`src/design/cmu_pkg.sv`:
```
// Shared constants, field layouts and helpers of the modem serial port
package cmu_pkg;

  localparam int unsigned CMU_CLK_HZ = 25_000_000;

  // Selectable line rates, index is the rate code
  localparam int unsigned CMU_RATE_BPS [8] = '{
    9600, 19200, 38400, 57600, 115200, 230400, 460800, 921600
  };
  localparam logic [2:0] CMU_RATE_DEFAULT = 3'h4;

  // Register byte addresses
  localparam logic [7:0] CMU_REG_CTRL   = 8'h00;
  localparam logic [7:0] CMU_REG_STATUS = 8'h04;
  localparam logic [7:0] CMU_REG_TXDATA = 8'h08;
  localparam logic [7:0] CMU_REG_RXDATA = 8'h0c;
  localparam logic [7:0] CMU_REG_MODEM  = 8'h10;
  localparam logic [7:0] CMU_REG_MUX    = 8'h14;

  localparam logic [1:0] CMU_PAR_NONE = 2'h0;
  localparam logic [1:0] CMU_PAR_EVEN = 2'h1;
  localparam logic [1:0] CMU_PAR_ODD  = 2'h2;

  localparam logic [1:0] CMU_FLOW_HW   = 2'h0;
  localparam logic [1:0] CMU_FLOW_SW   = 2'h1;
  localparam logic [1:0] CMU_FLOW_NONE = 2'h2;

  localparam logic [1:0] CMU_PSV_OFF = 2'h0;
  localparam logic [1:0] CMU_PSV_SW  = 2'h1;
  localparam logic [1:0] CMU_PSV_RTS = 2'h2;
  localparam logic [1:0] CMU_PSV_DTR = 2'h3;

  localparam logic [7:0] CMU_XON      = 8'h11;
  localparam logic [7:0] CMU_XOFF     = 8'h13;
  localparam logic [7:0] CMU_MUX_FLAG = 8'hf9;
  localparam logic [5:0] CMU_MUX_LAST = 6'h05;

  // Idle bit times required after rate detection before receiving
  localparam logic [3:0] CMU_GUARD_BITS = 4'hb;

  // Status bit positions
  localparam int CMU_ST_PERR = 4;
  localparam int CMU_ST_FERR = 5;
  localparam int CMU_ST_OVR  = 6;

  typedef struct packed {
    logic       mux_en;
    logic       ab_en;
    logic       psv_req;
    logic [1:0] psv_mode;
    logic [1:0] flow;
    logic       two_stop;
    logic [1:0] parity;
    logic       data7;
    logic [2:0] baud;
  } cmu_ctrl_t;

  // Autobaud on, hardware flow, 8N1, default rate
  localparam cmu_ctrl_t CMU_CTRL_RST = 14'h1004;

  function automatic logic [11:0] cmu_bit_cycles(input logic [2:0] sel);
    cmu_bit_cycles = 12'(CMU_CLK_HZ / CMU_RATE_BPS[sel]);
  endfunction

  function automatic logic cmu_par(input logic [7:0] d,
                                   input logic       data7,
                                   input logic [1:0] parity);
    logic p;
    p = data7 ? ^d[6:0] : ^d;
    cmu_par = (parity == CMU_PAR_ODD) ? ~p : p;
  endfunction

  function automatic logic [2:0] cmu_nearest(input logic [11:0] cnt);
    logic [11:0] best;
    logic [11:0] diff;
    logic [11:0] div;
    cmu_nearest = 3'h0;
    best = 12'hfff;
    for (int i = 0; i < 8; i++)
    begin
      div  = cmu_bit_cycles(3'(i));
      diff = (cnt > div) ? cnt - div : div - cnt;
      if (diff < best)
      begin
        best        = diff;
        cmu_nearest = 3'(i);
      end
    end
  endfunction

endpackage

```
`src/design/cmu_uart_port.sv`:
```
// Device-side serial port: framer, rate detect, flow control, mux tracking
//
// Chosen here: the plain strobed port and the placing of the registers.
module cmu_uart_port
  import cmu_pkg::*;
#(
  parameter int DATA_W    = 8,
  parameter int BUF_DEPTH = 2
)(
  input  wire logic        mclk_i,
  input  wire logic        sys_rst_i,
  input  wire logic [7:0]  addr_i,
  input  wire logic [31:0] wr_data_i,
  input  wire logic        wr_en_i,
  input  wire logic        rd_en_i,
  output logic      [31:0] rd_data_o,
  input  wire logic        txd_i,
  input  wire logic        rts_i,
  input  wire logic        dtr_i,
  output logic             rxd_o,
  output logic             cts_o,
  output logic             dsr_o,
  output logic             dcd_o,
  output logic             ri_o
);

  localparam int PW = (BUF_DEPTH > 1) ? $clog2(BUF_DEPTH) : 1;
  localparam logic [PW:0] FULL_CNT = (PW + 1)'(BUF_DEPTH);
  localparam logic [PW:0] STOP_CNT = (PW + 1)'(BUF_DEPTH - 1);

  if (DATA_W != 8)
    $error("cmu_uart_port: DATA_W must be 8");
  if (BUF_DEPTH < 2 || (BUF_DEPTH & (BUF_DEPTH - 1)) != 0)
    $error("cmu_uart_port: BUF_DEPTH must be a power of two, at least 2");

  typedef enum logic [4:0] {
    CMU_S_IDLE  = 5'b00001,
    CMU_S_START = 5'b00010,
    CMU_S_DATA  = 5'b00100,
    CMU_S_PAR   = 5'b01000,
    CMU_S_STOP  = 5'b10000
  } cmu_ser_t;

  typedef enum logic [3:0] {
    CMU_AB_WAIT  = 4'b0001,
    CMU_AB_MEAS  = 4'b0010,
    CMU_AB_GUARD = 4'b0100,
    CMU_AB_DONE  = 4'b1000
  } cmu_ab_t;

  cmu_ctrl_t   ctrl;
  logic [2:0]  modem_on;
  logic        perr;
  logic        ferr;
  logic        ovr;
  logic        xoff_rx;
  logic        sent_xoff;
  logic [11:0] bit_cyc;
  logic [2:0]  nbits_m1;
  logic        two_stop;
  logic        sleep;
  logic        wr_ctrl;
  logic        wr_status;
  logic        wr_tx;
  logic        rd_rx;

  assign bit_cyc   = cmu_bit_cycles(ctrl.baud);
  assign nbits_m1  = ctrl.data7 ? 3'h6 : 3'h7;
  assign two_stop  = ctrl.two_stop && (ctrl.parity == CMU_PAR_NONE);
  assign wr_ctrl   = wr_en_i && (addr_i == CMU_REG_CTRL);
  assign wr_status = wr_en_i && (addr_i == CMU_REG_STATUS);
  assign wr_tx     = wr_en_i && (addr_i == CMU_REG_TXDATA);
  assign rd_rx     = rd_en_i && (addr_i == CMU_REG_RXDATA);

  always_comb
  begin
    unique case (ctrl.psv_mode)
      CMU_PSV_OFF: sleep = 1'b0;
      CMU_PSV_SW:  sleep = ctrl.psv_req;
      CMU_PSV_RTS: sleep = rts_i;
      CMU_PSV_DTR: sleep = dtr_i;
    endcase
  end

  // Rate detection on the first start bit
  cmu_ab_t     ab_st;
  logic [11:0] ab_cnt;
  logic [3:0]  ab_bits;
  logic        ab_found;
  logic [2:0]  ab_sel;
  logic        ab_done;

  assign ab_done = (ab_st == CMU_AB_DONE);

  always_ff @(posedge mclk_i)
  begin
    ab_found <= 1'b0;
    if (sys_rst_i)
    begin
      ab_st   <= CMU_AB_WAIT;
      ab_cnt  <= 12'h000;
      ab_bits <= 4'h0;
      ab_sel  <= CMU_RATE_DEFAULT;
    end
    else
    begin
      unique case (ab_st)
        CMU_AB_WAIT:
        begin
          if (!ctrl.ab_en)
            ab_st <= CMU_AB_DONE;
          else if (!txd_i)
          begin
            ab_st  <= CMU_AB_MEAS;
            ab_cnt <= 12'h001;
          end
        end
        CMU_AB_MEAS:
        begin
          if (txd_i)
          begin
            ab_found <= 1'b1;
            ab_sel   <= cmu_nearest(ab_cnt);
            ab_st    <= CMU_AB_GUARD;
            ab_cnt   <= 12'h000;
            ab_bits  <= 4'h0;
          end
          else if (ab_cnt != 12'hfff)
            ab_cnt <= ab_cnt + 12'h001;
        end
        CMU_AB_GUARD:
        begin
          if (!txd_i)
          begin
            ab_cnt  <= 12'h000;
            ab_bits <= 4'h0;
          end
          else if (ab_cnt >= bit_cyc - 12'h001)
          begin
            ab_cnt  <= 12'h000;
            ab_bits <= ab_bits + 4'h1;
            if (ab_bits == CMU_GUARD_BITS - 4'h1)
              ab_st <= CMU_AB_DONE;
          end
          else
            ab_cnt <= ab_cnt + 12'h001;
        end
        CMU_AB_DONE: ab_st <= CMU_AB_DONE;
      endcase
    end
  end

  always_ff @(posedge mclk_i)
  begin
    if (sys_rst_i)
      ctrl <= CMU_CTRL_RST;
    else if (wr_ctrl)
      ctrl <= cmu_ctrl_t'(wr_data_i[$bits(cmu_ctrl_t)-1:0]);
    else if (ab_found)
      ctrl.baud <= ab_sel;
  end

  always_ff @(posedge mclk_i)
  begin
    if (sys_rst_i)
      modem_on <= 3'h0;
    else if (wr_en_i && addr_i == CMU_REG_MODEM)
      modem_on <= wr_data_i[2:0];
  end

  // Receiver, sampling mid-bit with the configured format only
  cmu_ser_t    rx_st;
  logic [11:0] rx_cnt;
  logic [2:0]  rx_bit;
  logic [7:0]  rx_sh;
  logic        rx_parb;
  logic        rx_done;
  logic        rx_fe;
  logic        rx_pe;
  logic [7:0]  rx_byte;

  always_ff @(posedge mclk_i)
  begin
    rx_done <= 1'b0;
    if (sys_rst_i)
    begin
      rx_st   <= CMU_S_IDLE;
      rx_cnt  <= 12'h000;
      rx_bit  <= 3'h0;
      rx_sh   <= 8'h00;
      rx_parb <= 1'b0;
      rx_fe   <= 1'b0;
      rx_pe   <= 1'b0;
      rx_byte <= 8'h00;
    end
    else if (rx_st != CMU_S_IDLE && rx_cnt != 12'h000)
      rx_cnt <= rx_cnt - 12'h001;
    else
    begin
      rx_cnt <= bit_cyc - 12'h001;
      unique case (rx_st)
        CMU_S_IDLE:
        begin
          if (ab_done && !txd_i)
          begin
            rx_st  <= CMU_S_START;
            rx_cnt <= {1'b0, bit_cyc[11:1]};
          end
        end
        CMU_S_START:
        begin
          rx_bit <= 3'h0;
          rx_st  <= txd_i ? CMU_S_IDLE : CMU_S_DATA;
        end
        CMU_S_DATA:
        begin
          rx_sh  <= {txd_i, rx_sh[7:1]};
          rx_bit <= rx_bit + 3'h1;
          if (rx_bit == nbits_m1)
            rx_st <= (ctrl.parity == CMU_PAR_NONE) ? CMU_S_STOP : CMU_S_PAR;
        end
        CMU_S_PAR:
        begin
          rx_parb <= txd_i;
          rx_st   <= CMU_S_STOP;
        end
        CMU_S_STOP:
        begin
          rx_st   <= CMU_S_IDLE;
          rx_done <= 1'b1;
          rx_fe   <= !txd_i;
          rx_byte <= ctrl.data7 ? {1'b0, rx_sh[7:1]} : rx_sh;
          rx_pe   <= (ctrl.parity != CMU_PAR_NONE) &&
                     (rx_parb != cmu_par(ctrl.data7 ? {1'b0, rx_sh[7:1]}
                                         : rx_sh, ctrl.data7, ctrl.parity));
        end
      endcase
    end
  end

  logic is_flow_char;
  logic push_valid;
  logic push_ready;

  assign is_flow_char = (ctrl.flow == CMU_FLOW_SW) &&
                        (rx_byte == CMU_XON || rx_byte == CMU_XOFF);
  assign push_valid   = rx_done && !rx_fe && !is_flow_char;

  // Two-entry receive buffer drained by data register reads
  logic [DATA_W-1:0] buf_mem [BUF_DEPTH];
  logic [PW-1:0]     buf_wp;
  logic [PW-1:0]     buf_rp;
  logic [PW:0]       buf_cnt;
  logic              pop_valid;
  logic              pop_ready;

  assign push_ready = (buf_cnt != FULL_CNT);
  assign pop_valid  = (buf_cnt != '0);
  assign pop_ready  = rd_rx;

  always_ff @(posedge mclk_i)
  begin
    if (push_valid && push_ready)
      buf_mem[buf_wp] <= rx_byte;
  end

  always_ff @(posedge mclk_i)
  begin
    if (sys_rst_i)
    begin
      buf_wp  <= '0;
      buf_rp  <= '0;
      buf_cnt <= '0;
    end
    else
    begin
      if (push_valid && push_ready)
        buf_wp <= buf_wp + 1'b1;
      if (pop_valid && pop_ready)
        buf_rp <= buf_rp + 1'b1;
      buf_cnt <= buf_cnt + (PW + 1)'(push_valid && push_ready)
                         - (PW + 1)'(pop_valid && pop_ready);
    end
  end

  // Sticky errors: a set in the clearing cycle wins
  always_ff @(posedge mclk_i)
  begin
    if (sys_rst_i)
    begin
      perr <= 1'b0;
      ferr <= 1'b0;
      ovr  <= 1'b0;
    end
    else
    begin
      perr <= (perr && !(wr_status && wr_data_i[CMU_ST_PERR]))
              || (rx_done && rx_pe);
      ferr <= (ferr && !(wr_status && wr_data_i[CMU_ST_FERR]))
              || (rx_done && rx_fe);
      ovr  <= (ovr && !(wr_status && wr_data_i[CMU_ST_OVR]))
              || (push_valid && !push_ready);
    end
  end

  always_ff @(posedge mclk_i)
  begin
    if (sys_rst_i || ctrl.flow != CMU_FLOW_SW)
      xoff_rx <= 1'b0;
    else if (rx_done && !rx_fe && rx_byte == CMU_XOFF)
      xoff_rx <= 1'b1;
    else if (rx_done && !rx_fe && rx_byte == CMU_XON)
      xoff_rx <= 1'b0;
  end

  // Multiplex frame tracking: flag then address octet
  logic       mux_expect;
  logic       mux_seen;
  logic [5:0] mux_dlci;

  always_ff @(posedge mclk_i)
  begin
    if (sys_rst_i || !ctrl.mux_en)
    begin
      mux_expect <= 1'b0;
      mux_seen   <= 1'b0;
      mux_dlci   <= 6'h00;
    end
    else if (push_valid)
    begin
      if (rx_byte == CMU_MUX_FLAG)
        mux_expect <= 1'b1;
      else if (mux_expect)
      begin
        mux_expect <= 1'b0;
        mux_seen   <= 1'b1;
        mux_dlci   <= rx_byte[7:2];
      end
    end
  end

  // Transmitter with in-band stop/go characters ahead of data
  cmu_ser_t    tx_st;
  logic [11:0] tx_cnt;
  logic [2:0]  tx_bit;
  logic [7:0]  tx_sh;
  logic        tx_parb;
  logic [7:0]  tx_hold;
  logic        tx_pend;
  logic        tx_allow;
  logic        need_xoff;
  logic        need_xon;
  logic        take_ctl;
  logic        take_data;
  logic [7:0]  load_byte;

  assign need_xoff = (ctrl.flow == CMU_FLOW_SW) && !sent_xoff &&
                     (buf_cnt >= STOP_CNT);
  assign need_xon  = (ctrl.flow == CMU_FLOW_SW) && sent_xoff &&
                     (buf_cnt == '0);
  assign tx_allow  = !sleep && ((ctrl.flow == CMU_FLOW_HW) ? !rts_i :
                     (ctrl.flow == CMU_FLOW_SW) ? !xoff_rx : 1'b1);
  assign take_ctl  = (tx_st == CMU_S_IDLE) && (need_xoff || need_xon);
  assign take_data = (tx_st == CMU_S_IDLE) && !take_ctl && tx_pend && tx_allow;
  assign load_byte = take_ctl ? (need_xoff ? CMU_XOFF : CMU_XON) : tx_hold;

  always_ff @(posedge mclk_i)
  begin
    if (sys_rst_i || ctrl.flow != CMU_FLOW_SW)
      sent_xoff <= 1'b0;
    else if (take_ctl)
      sent_xoff <= need_xoff;
  end

  always_ff @(posedge mclk_i)
  begin
    if (sys_rst_i)
    begin
      tx_pend <= 1'b0;
      tx_hold <= 8'h00;
    end
    else if (take_data)
      tx_pend <= 1'b0;
    else if (wr_tx && !tx_pend)
    begin
      tx_pend <= 1'b1;
      tx_hold <= wr_data_i[7:0];
    end
  end

  always_ff @(posedge mclk_i)
  begin
    if (sys_rst_i)
    begin
      tx_st   <= CMU_S_IDLE;
      tx_cnt  <= 12'h000;
      tx_bit  <= 3'h0;
      tx_sh   <= 8'h00;
      tx_parb <= 1'b0;
      rxd_o   <= 1'b1;
    end
    else if (tx_st != CMU_S_IDLE && tx_cnt != 12'h000)
      tx_cnt <= tx_cnt - 12'h001;
    else
    begin
      tx_cnt <= bit_cyc - 12'h001;
      unique case (tx_st)
        CMU_S_IDLE:
        begin
          if (take_ctl || take_data)
          begin
            tx_sh   <= load_byte;
            tx_parb <= cmu_par(load_byte, ctrl.data7, ctrl.parity);
            rxd_o   <= 1'b0;
            tx_st   <= CMU_S_START;
          end
        end
        CMU_S_START:
        begin
          rxd_o  <= tx_sh[0];
          tx_sh  <= {1'b0, tx_sh[7:1]};
          tx_bit <= 3'h0;
          tx_st  <= CMU_S_DATA;
        end
        CMU_S_DATA:
        begin
          if (tx_bit == nbits_m1)
          begin
            tx_bit <= 3'h0;
            if (ctrl.parity == CMU_PAR_NONE)
            begin
              rxd_o <= 1'b1;
              tx_st <= CMU_S_STOP;
            end
            else
            begin
              rxd_o <= tx_parb;
              tx_st <= CMU_S_PAR;
            end
          end
          else
          begin
            rxd_o  <= tx_sh[0];
            tx_sh  <= {1'b0, tx_sh[7:1]};
            tx_bit <= tx_bit + 3'h1;
          end
        end
        CMU_S_PAR:
        begin
          rxd_o <= 1'b1;
          tx_st <= CMU_S_STOP;
        end
        CMU_S_STOP:
        begin
          if (two_stop && tx_bit == 3'h0)
            tx_bit <= 3'h1;
          else
            tx_st <= CMU_S_IDLE;
        end
      endcase
    end
  end

  // Modem lines, ON drives the low level
  always_ff @(posedge mclk_i)
  begin
    if (sys_rst_i)
    begin
      cts_o <= 1'b1;
      dsr_o <= 1'b1;
      dcd_o <= 1'b1;
      ri_o  <= 1'b1;
    end
    else
    begin
      cts_o <= sleep || (buf_cnt >= STOP_CNT);
      dsr_o <= !modem_on[0];
      dcd_o <= !modem_on[1];
      ri_o  <= !modem_on[2];
    end
  end

  logic [31:0] rd_word;

  always_comb
  begin
    rd_word = 32'h0000_0000;
    unique case (addr_i)
      CMU_REG_CTRL:   rd_word = 32'(ctrl);
      CMU_REG_STATUS: rd_word = {25'h0, ovr, ferr, perr, sleep, ab_done,
                                 tx_pend || tx_st != CMU_S_IDLE, pop_valid};
      CMU_REG_RXDATA: rd_word = {24'h0, pop_valid ? buf_mem[buf_rp] : 8'h00};
      CMU_REG_MODEM:  rd_word = {27'h0, !dtr_i, !rts_i, modem_on};
      CMU_REG_MUX:    rd_word = {22'h0, mux_seen, mux_dlci == 6'h00,
                                 mux_dlci <= CMU_MUX_LAST, xoff_rx,
                                 mux_dlci};
      default:        rd_word = 32'h0000_0000;
    endcase
  end

  always_ff @(posedge mclk_i)
  begin
    if (sys_rst_i)
      rd_data_o <= 32'h0000_0000;
    else
      rd_data_o <= rd_en_i ? rd_word : 32'h0000_0000;
  end

endmodule

```
`config.mk`:
```
export PLATFORM = sky130hd
export DESIGN_NAME = cmu_uart_port
export DESIGN_NICKNAME = d
export VERILOG_FILES = /design/src/design/cmu_pkg.sv /design/src/design/cmu_uart_port.sv
export SDC_FILE = /design/constraint.sdc
export NUM_CORES = 1
export LEC_CHECK = 0
export BUFFER_PORTS_ARGS = -buffer_cell sky130_fd_sc_hd__buf_2
export CAP_MARGIN = 20
export CELL_PAD_IN_SITES_DETAIL_PLACEMENT = 0
export CELL_PAD_IN_SITES_GLOBAL_PLACEMENT = 1
export CORE_ASPECT_RATIO = 0.8
export CORE_MARGIN = 5
export CORE_UTILIZATION = 49
export CTS_BUF_LIST = sky130_fd_sc_hd__clkbuf_4
export DETAILED_ROUTE_END_ITERATION = 6
export PLACE_DENSITY = 0.87
export SLEW_MARGIN = 15
export SYNTH_ARGS = -nofsm -noshare
export SYNTH_HDL_FRONTEND = slang
export SYNTH_SLANG_ARGS = --single-unit
```
`constraint.sdc`:
```
create_clock -name mclk_i -period 53 [get_ports mclk_i]
set_input_delay 5.3 -clock mclk_i [delete_from_list [all_inputs] [get_ports mclk_i]]
set_output_delay 5.3 -clock mclk_i [all_outputs]
set_load 0.1 [all_outputs]
```
# Word-level counts from Yosys, hierarchy flattened
# Memories as Yosys holds them, arrays and structs flattened. A register that Yosys moved wholly into a read port is not among the register bits.
# Index checks and enable logic that the tools add are counted.
dict set report word_totals {
  latch_bits 0
  output_inout_bits 37
  ram_bits 16
  inputBits 47
  memories 2
  mem_bits_ro 256
  elab_cells 378
  regBits 173
}
dict set report classes {
  shift 0
  div 1
  add_sub_neg 27
  n_bitwise 9
  n_reduce_logical 108
  eq_ne 52
  mul 0
  n_lt_le_gt_ge 20
  muxes 111
}
# memory depth word_bits read_ports rd_ports_with_merged_regs wr line
set memory_table {}
lappend memory_table {{(no name shown)} 8 32 1 0 0 cmu_pkg.sv:62} ;# cmu_bit_cycles = 12'(CMU_CLK_HZ / CMU_RATE_BPS[sel]);
lappend memory_table {buf_mem 2 8 1 1 1 cmu_uart_port.sv:250} ;# logic [DATA_W-1:0] buf_mem [BUF_DEPTH];
# cell count
set op_table {}
lappend op_table {{$mux 12} 46}
lappend op_table {{$lt 12x12->1} 7}
lappend op_table {{$pmux 14 s5} 1}
lappend op_table {{$mux 32} 2}
lappend op_table {{$pmux 5 s5} 2}
lappend op_table {{$mux 8} 5}
lappend op_table {{$logic_and 1x1->1} 37}
lappend op_table {{$mux 4} 9}
lappend op_table {{$pmux 12 s3} 1}
lappend op_table {{$sub 12x1->12 const B} 3}
lappend op_table {{$mux 3} 11}
lappend op_table {{$div 25x32->32 const A} 1}
lappend op_table {{$eq 8x5->1 const B} 4}
lappend op_table {{$mux 5} 6}
lappend op_table {{$ne 2x2->1 const B} 13}
lappend op_table {{$pmux 8 s3} 1}
lappend op_table {{$reduce_bool 12->1} 2}
lappend op_table {{$mux 1} 20}
lappend op_table {{$logic_not 1->1} 18}
lappend op_table {{$reduce_and 3->1} 6}
lappend op_table {{$eq 8x4->1 const B} 2}
lappend op_table {{$pmux 4 s4} 1}
lappend op_table {{$reduce_xor 8->1} 2}
lappend op_table {{$reduce_xor 7->1} 2}
lappend op_table {{other kinds (73)} 126}

# Logic depth before layout (Yosys ltp)
# Gate-level depths: netlist (run 1).
dict set report depth {
  word_depth 39
  mapped_depth 247
}

# Worst setup path after synthesis (run 1)
# Ideal clock, no wire load.
dict set report synth_timing {
  path_type {reg2reg}
  from {register ctrl[0] in the netlist's numbering}
  to {register ab_cnt[9]}
  period_less_slack_ns 40.813
  path_slack_ns 12.187
  setup_time_ns 0.065
  arrival_ns 40.748
  required_time_ns 52.935
  stages_incl_launch_ff 225
  path_cell_list {dfxtp_1 buf_2 clkinv_1 ha_1 or2_2 nor2_1 a21oi_1 inv_2 ha_1 o211ai_1 a21boi_1 o211ai_1 a21oi_1 nand2_1 a21boi_0 inv_1 ha_1 nor2b_1 [189 not listed] nand2b_1 a21oi_1 nor2b_1 o21ai_0 nand2b_1 a21oi_1 nor2b_1 o21ai_0 nand2b_1 a21oi_1 nand2_1 nor3_1 o21ai_0 or2_2 clkbuf_1 nor4_1 a21oi_1 nor2_1}
}
dict set report synth_via {
  elab_chain_cells 10
}
# element line
set synth_rtl {}
lappend synth_rtl {{start: declaration} cmu_uart_port.sv:51} ;# cmu_ctrl_t ctrl;
lappend synth_rtl {{start signal: assignment} cmu_uart_port.sv:158} ;# ctrl <= cmu_ctrl_t'(wr_data_i[$bits(cmu_ctrl_t)-1:0]);
lappend synth_rtl {{$not 3->4 (implied by the code)} cmu_pkg.sv:62}
lappend synth_rtl {{$mem_v2 8x32} -}
lappend synth_rtl {{$mux 32 (implied by the code) (2 in series)} cmu_pkg.sv:62}
lappend synth_rtl {{$div 25x32->32} cmu_pkg.sv:62}
lappend synth_rtl {{$sub 12x1->12} cmu_uart_port.sv:138} ;# else if (ab_cnt >= bit_cyc - 12'h001)
lappend synth_rtl {{$ge 12x12->1} cmu_uart_port.sv:138}
lappend synth_rtl {{$mux 12} cmu_uart_port.sv:138}
lappend synth_rtl {{$mux 12} cmu_uart_port.sv:133} ;# if (!txd_i)
lappend synth_rtl {{$pmux 12 s3} cmu_uart_port.sv:107} ;# unique case (ab_st)
lappend synth_rtl {{end signal: assignment} cmu_uart_port.sv:129} ;# ab_cnt <= ab_cnt + 12'h001;
lappend synth_rtl {{end signal: assignment} cmu_uart_port.sv:146} ;# ab_cnt <= ab_cnt + 12'h001;
lappend synth_rtl {{end: declaration} cmu_uart_port.sv:87} ;# logic [11:0] ab_cnt;
# Every way passes these cells. The select of a mux whose other input is x is not followed.
# A chain may end at the register's enable or synchronous reset.

# Worst setup path in the final report (run 1)
# Same ends and word-level chain as after synthesis.

==> results.ini, run 1 <==
[run_status]
status=finished clean

[sta]
max-slew-margin-rel_pct=32.6
tns_ps=0
tightest_slew_ps=998
final-setup-viol-count=0
clock-skew-final_ps=33.7
maxSlewViolCount=0
hold_viol=0
period_minus_slack_ps=49610
fmaxAchievable_mhz=20.2
finalCritPeriodShare_pct=93.6
rsz0062_at_grt=no

[yosys]
ys_top_cells_by_area=ha_1 (13%), dfxtp_1 (11%), a21oi_1 (6.6%), xnor2_1 (5.7%), nand2_1 (5.5%)
synth-simple-area-share_pct=25.7
async_flop_share_pct=0
synth-xor-area-share_pct=8.05
synthFlopType=dfxtp_1
syn_area_per_cell_um2=7.14
synth-seq-area-share_pct=13.0
synthCells=3888
synth_area_um2=27700
ys_warn_count=0
synth_edf_count=16
synth_top_family_by_area=compound AO/OA/AOI/OAI gates
ys_ff_latch=172
synth-compound-area-share_pct=28.8
netlist.area_leader.share_pct=13.1
synthAdderAreaFrac_pct=13.2
yosys.area.top_type=ha_1
synth.mux.area_fraction_pct=6.24
synth_cell_types=134

[worst_setup_path]
worst-setup-path-type=reg2reg
cp-start-kind=register
crit_top_cell=a21oi_1
cpPeakStageDelay_ps=810
critPathArrivalTime_ps=50150
crit_fanout=25
reg2reg_slack_ps=3390
critical_path_required_ps=53540
r2r.worst_path.cells=205
slowest_stage=dfxtp_1
r2r-start=ctrl[0]
reg2reg_to=ab_cnt[9]
critPathCaptureType=register

[layout]
final_common_cell=nand2_1
fin_area_um2=29000
postLayoutCoreUtil_pct=51.5
n_fill_cell=5668
drive_gt1_share_pct=8.18
nets=4188
ff_latch_area_um2=3600
syn_to_final_growth_pct=4.68
multi_input_area_um2=22900
mostFrequentLayoutCells=nand2_1 (408), nor2_1 (388), a21oi_1 (365), ha_1 (289), o21ai_0 (256)

[placement]
dp_hpwl_um=71400
place_area_um2=28700
io_buffer_count=47
gp_congestion=0.984

[global_routing]
track_usage_pct=28.6
gr-total-overflow=0
grt_max_degree=66
grt_pass1_wl_um=145000
antenna_found_initial=2
first_global_vias=25673

[drt]
wl_per_cell_um=20.3
drc_errors=0
dr.pass1.iters=6
finalWirelength_um=94000
drt_first_iter_violations=3350
ant_nets=0
via_per_inst=6.28
vias=29030

[hold_path]
holdPathStages=1
min_to=dsr_o
min_path_type=reg2reg
hold_start=modem_on[0]

[clock_tree]
clock_latency_ps=610
clk_path_buf_depth=2
ctsRootBufferMaster=clkbuf_4
cts_tree=built
cts_sinks=172
clkSlewWorstSetupHoldPaths_ps=190
numCtsBuffers=17
htree_levels=4

[die]
die_area_um2=61500
die_h_um=223
initial_core_util_pct=49.2
die_x_um=276
rows=78
coreArea_um2=56400
pin_count=84

[power]
p_leak_nw=11.9
vdd_drop_max_uv=86.9
cellPowerDensity_nw_per_um2=53.8

[job]
maxCapViolCount=0

## Yosys cell counts, drive strengths merged (68+ instances only)
library cell / count
a21oi: 369
nor2b: 68
nor2: 394
o21ai: 283
clkbuf: 125
a21o: 72
nand2: 410
xnor2: 181
nand2b: 68
nor3: 118
ha: 290
inv: 137
dfxtp: 156
buf: 68
nand3: 116
xor2: 73
mux2i: 116
## cell type report
class,instances,share of cell area [%]
Timing Repair Buffer,112,2.54
Sequential cell,172,12.4
Multi-Input combinational cell,3401,78.9
Clock buffer,18,0.465
Clock inverter,14,0.495
Inverter,145,1.87
Antenna cell,1,0.00862
Tap cell,760,3.27
## metrics by stage
| stage | hold slack [ps] | instances | setup slack, ps | power [mW] |
|---|---|---|---|---|
| after global routing | 460 | 4623 | 108 | 1.68 |
| after global placement | 399 | 4583 | 3170 | 1.44 |
| after floorplan | 367 | 3911 | 12190 | 1.16 |
| after CTS | 437 | 4615 | 2870 | 1.52 |
| final | 440 | 4623 | 3390 | 1.56 |
| after detailed placement | 398 | 4583 | 3080 | 1.44 |
## metal layers
layer	wire [µm]	share of wire, %	vias up	track usage [%]
met5	0	0	-	0
met4	2280	2.4	0	6.12
met3	9890	11	160	6.39
met2	37200	40	1302	41.3
met1	44600	47	13348	43.4
li1	-	-	14220	-
## kinds of logic after synthesis
family	Yosys count
multiplexers	164
AND/OR/NAND/NOR	1455
flip-flops	172
other	1
XOR/XNOR	254
adder cells (fa/ha/maj)	292
buffers and inverters	338
AO/OA/AOI/OAI	1212
## state kept, by name, indices dropped and copies added, names as in the netlist, 6 cells and up, named ones only
name and cells:
tx_cnt 12, rx_cnt 12, rd_data_o 14, mux_dlci 6
ctrl 14, buf_mem 16, rx_byte 8, ab_cnt 12
tx_hold 8, tx_sh 8, rx_sh 8
## worst max-delay path by stage
stage            start         to  slack (ps)  cells after the start
2_1_floorplan  ctrl[0]  ab_cnt[9]       12190                    224
3_3_place_gp   ctrl[0]  ab_cnt[9]        3170                    203
3_5_place_dp   ctrl[0]  ab_cnt[9]        3080                    203
4_1_cts        ctrl[0]  ab_cnt[9]        2870                    203
5_1_grt        ctrl[0]  ab_cnt[2]         110                    207
6_report       ctrl[0]  ab_cnt[9]        3390                    205
## worst max-delay path, delay by kind of cell (launching register included)
kind,cells,cell delay [ps]
DFF,1,810
xor gates and xnor gates,3,860
AOI/OAI and AO/OA,89,19420
adders and majority gates,21,7070
muxes,6,2330
and+or+nand+nor,69,14810
buffers and inverters,17,4080
## report_power, final
part,switching (mW),internal [mW]
registers,0.0104,0.140
clock network,0.0541,0.0221
logic,0.850,0.484
## timing repair
item	in CTS	in global routing
setup endpoints to repair	0	18
resized for setup	0	7
setup buffers	0	5
hold buffers	0	0
Note: power is estimated with default switching activity, not from simulation.
==> run 2: changes to the inputs <==
CAP_MARGIN = default   (was 20)
CORE_MARGIN = default   (was 5)
==> run 2 against run 1 <==
Utilization up 0.66 points; non-clock buffer count down 9; power down 0.66%; critical path type unchanged; cell count down 0.41%; the flow now finishes with violations (design-rule violations); highest routed layer unchanged; clock skew down 16 ps.
==> results.ini, run 2 (synthesized netlist as in run 1, its figures left out) <==
[power]
pwr-share-seq_pct=9.7
p_clk_share_pct=5.7
p_int_mw=0.666
combPwrFrac_pct=84.6
cellPowerDensity_nw_per_um2=53.5
p_switching_mw=0.884
p_leak_nw=11.9
vdd_drop_max_uv=78.7
swShare_pct=57.0

[worst_setup_path]
cp_num_buf_inv=15
reg2reg_slack_ps=4270
worst-setup-path-type=reg2reg
crit_top_cell=a21oi_1
critPathArrivalTime_ps=49260
cpPeakStageDelay_ps=810
critical_path_required_ps=53520
crit_fanout=24
critPathCaptureType=register
cpLargestDelayFamily=compound AO/OA/AOI/OAI gates
cp-start-kind=register
slowest_stage=a21oi_1

[sta]
max-slew-margin-rel_pct=22.3
setup_ws_ps=4270
final-setup-viol-count=0
fmaxAchievable_mhz=20.5
rsz0062_at_grt=no
finalCritPeriodShare_pct=92.0
fin_hold_ws_ps=430
hold_viol=0
maxSlewViolCount=0
tightest_slew_ps=1170
tns_ps=0
clock-skew-final_ps=17.8
period_minus_slack_ps=48730

[global_routing]
antenna_found_initial=1
first_global_vias=25680
grt_max_degree=94
track_usage_pct=31.2
gr-total-overflow=0
grt_pass1_wl_um=145000

[die]
die_area_um2=57600
initial_core_util_pct=49.9
die_x_um=268
rows=77
coreArea_um2=55600
pin_count=84
die_h_um=215

[clock_tree]
cts_tree=built
numCtsBuffers=17
clkSlewWorstSetupHoldPaths_ps=140
cts_resized=0
clock_latency_ps=590
post_cts_buffers=0
clk_path_buf_depth=2
htree_levels=4
cts_hold_buf=0
cts_sinks=172
ctsRootBufferMaster=clkbuf_4

[placement]
gp_congestion=0.980
dp_hpwl_um=69900
place_area_um2=28600
io_buffer_count=47
pre_cts_ws_ps=5360

[drt]
dr.pass1.iters=7
vias=29118
drt_first_iter_violations=3022
drc_errors=2
wl_per_cell_um=20.1
ant_nets=0
via_per_inst=6.32
finalWirelength_um=92300

[layout]
top_register=buf_mem
largest_register_ffs=16
fin_area_um2=29000
syn_to_final_growth_pct=4.47
mostFrequentLayoutCells=nand2_1 (408), nor2_1 (389), a21oi_1 (366), ha_1 (289), o21ai_0 (257)
n_fill_cell=5607
reg_top3=buf_mem: 16 flops, ctrl: 14 flops, rd_data_o: 14 flops
drive_gt1_share_pct=7.89
nets=4179
final_common_cell=nand2_1

[hold_path]
min_path_type=reg2reg

[job]
maxCapViolCount=0

[run_status]
status=finished, violations left
violations=design-rule violations

## run 2: final cells by class
class / instances / area, µm² / share of cell area [%]
multi-input combinational: 3401 / 22900 / 79.0
inverter: 145 / 544 / 1.88
antenna: 1 / 2.50 / 0.00863
clock buffer: 19 / 143 / 0.492
timing repair buffer: 103 / 658 / 2.27
clock inverter: 13 / 199 / 0.686
sequential: 172 / 3600 / 12.4
tap: 750 / 938 / 3.24
## run 2: layer usage
metal | routed length, µm | GRT usage (%)
met1 | 43700 | 46.7
met2 | 38700 | 46.8
met3 | 8020 | 3.72
met4 | 1860 | 7.37
met5 | 0 | 0
## run 2: worst paths after layout
path | startpoint | to | depth (start not counted)
max reg2reg | ctrl[0] | ab_cnt[9] | 199
min reg2reg | modem_on[0] | dsr_o | 1
max | ctrl[0] | ab_cnt[9] | 199
min | modem_on[0] | dsr_o | 1
## run 2: per-stage QoR
| stage | std cells | power [mW] | utilization (%) |
|---|---|---|---|
| finish | 4604 | 1.55 | 52.1 |
| global route | 4604 | 1.69 | 52.1 |
| CTS | 4603 | 1.52 | 52.1 |
| detailed placement | 4571 | 1.42 | 51.5 |
| global placement | 4571 | 1.42 | 51.5 |
| floorplan | 3911 | 1.16 | - |
## run 2: power groups by stage
stage                     clock [mW]  combinational (mW)  sequential (mW)
after floorplan                    0                1.01            0.153
after global placement             0                1.27            0.153
after global routing          0.0954                1.44            0.152
final                         0.0880                1.31            0.151
after CTS                     0.0898                1.28            0.150
after detailed placement           0                1.27            0.153
## run 2: worst register-to-register path: cells and delay by family, from the launching register on
family	cells	cell delay (ps)
AND/OR/NAND/NOR	65	14500
XOR/XNOR	2	830
flip-flops	1	370
buffers and inverters	15	3480
AO/OA/AOI/OAI	91	20610
multiplexers	5	1930
adder cells (fa/ha/maj)	21	6850
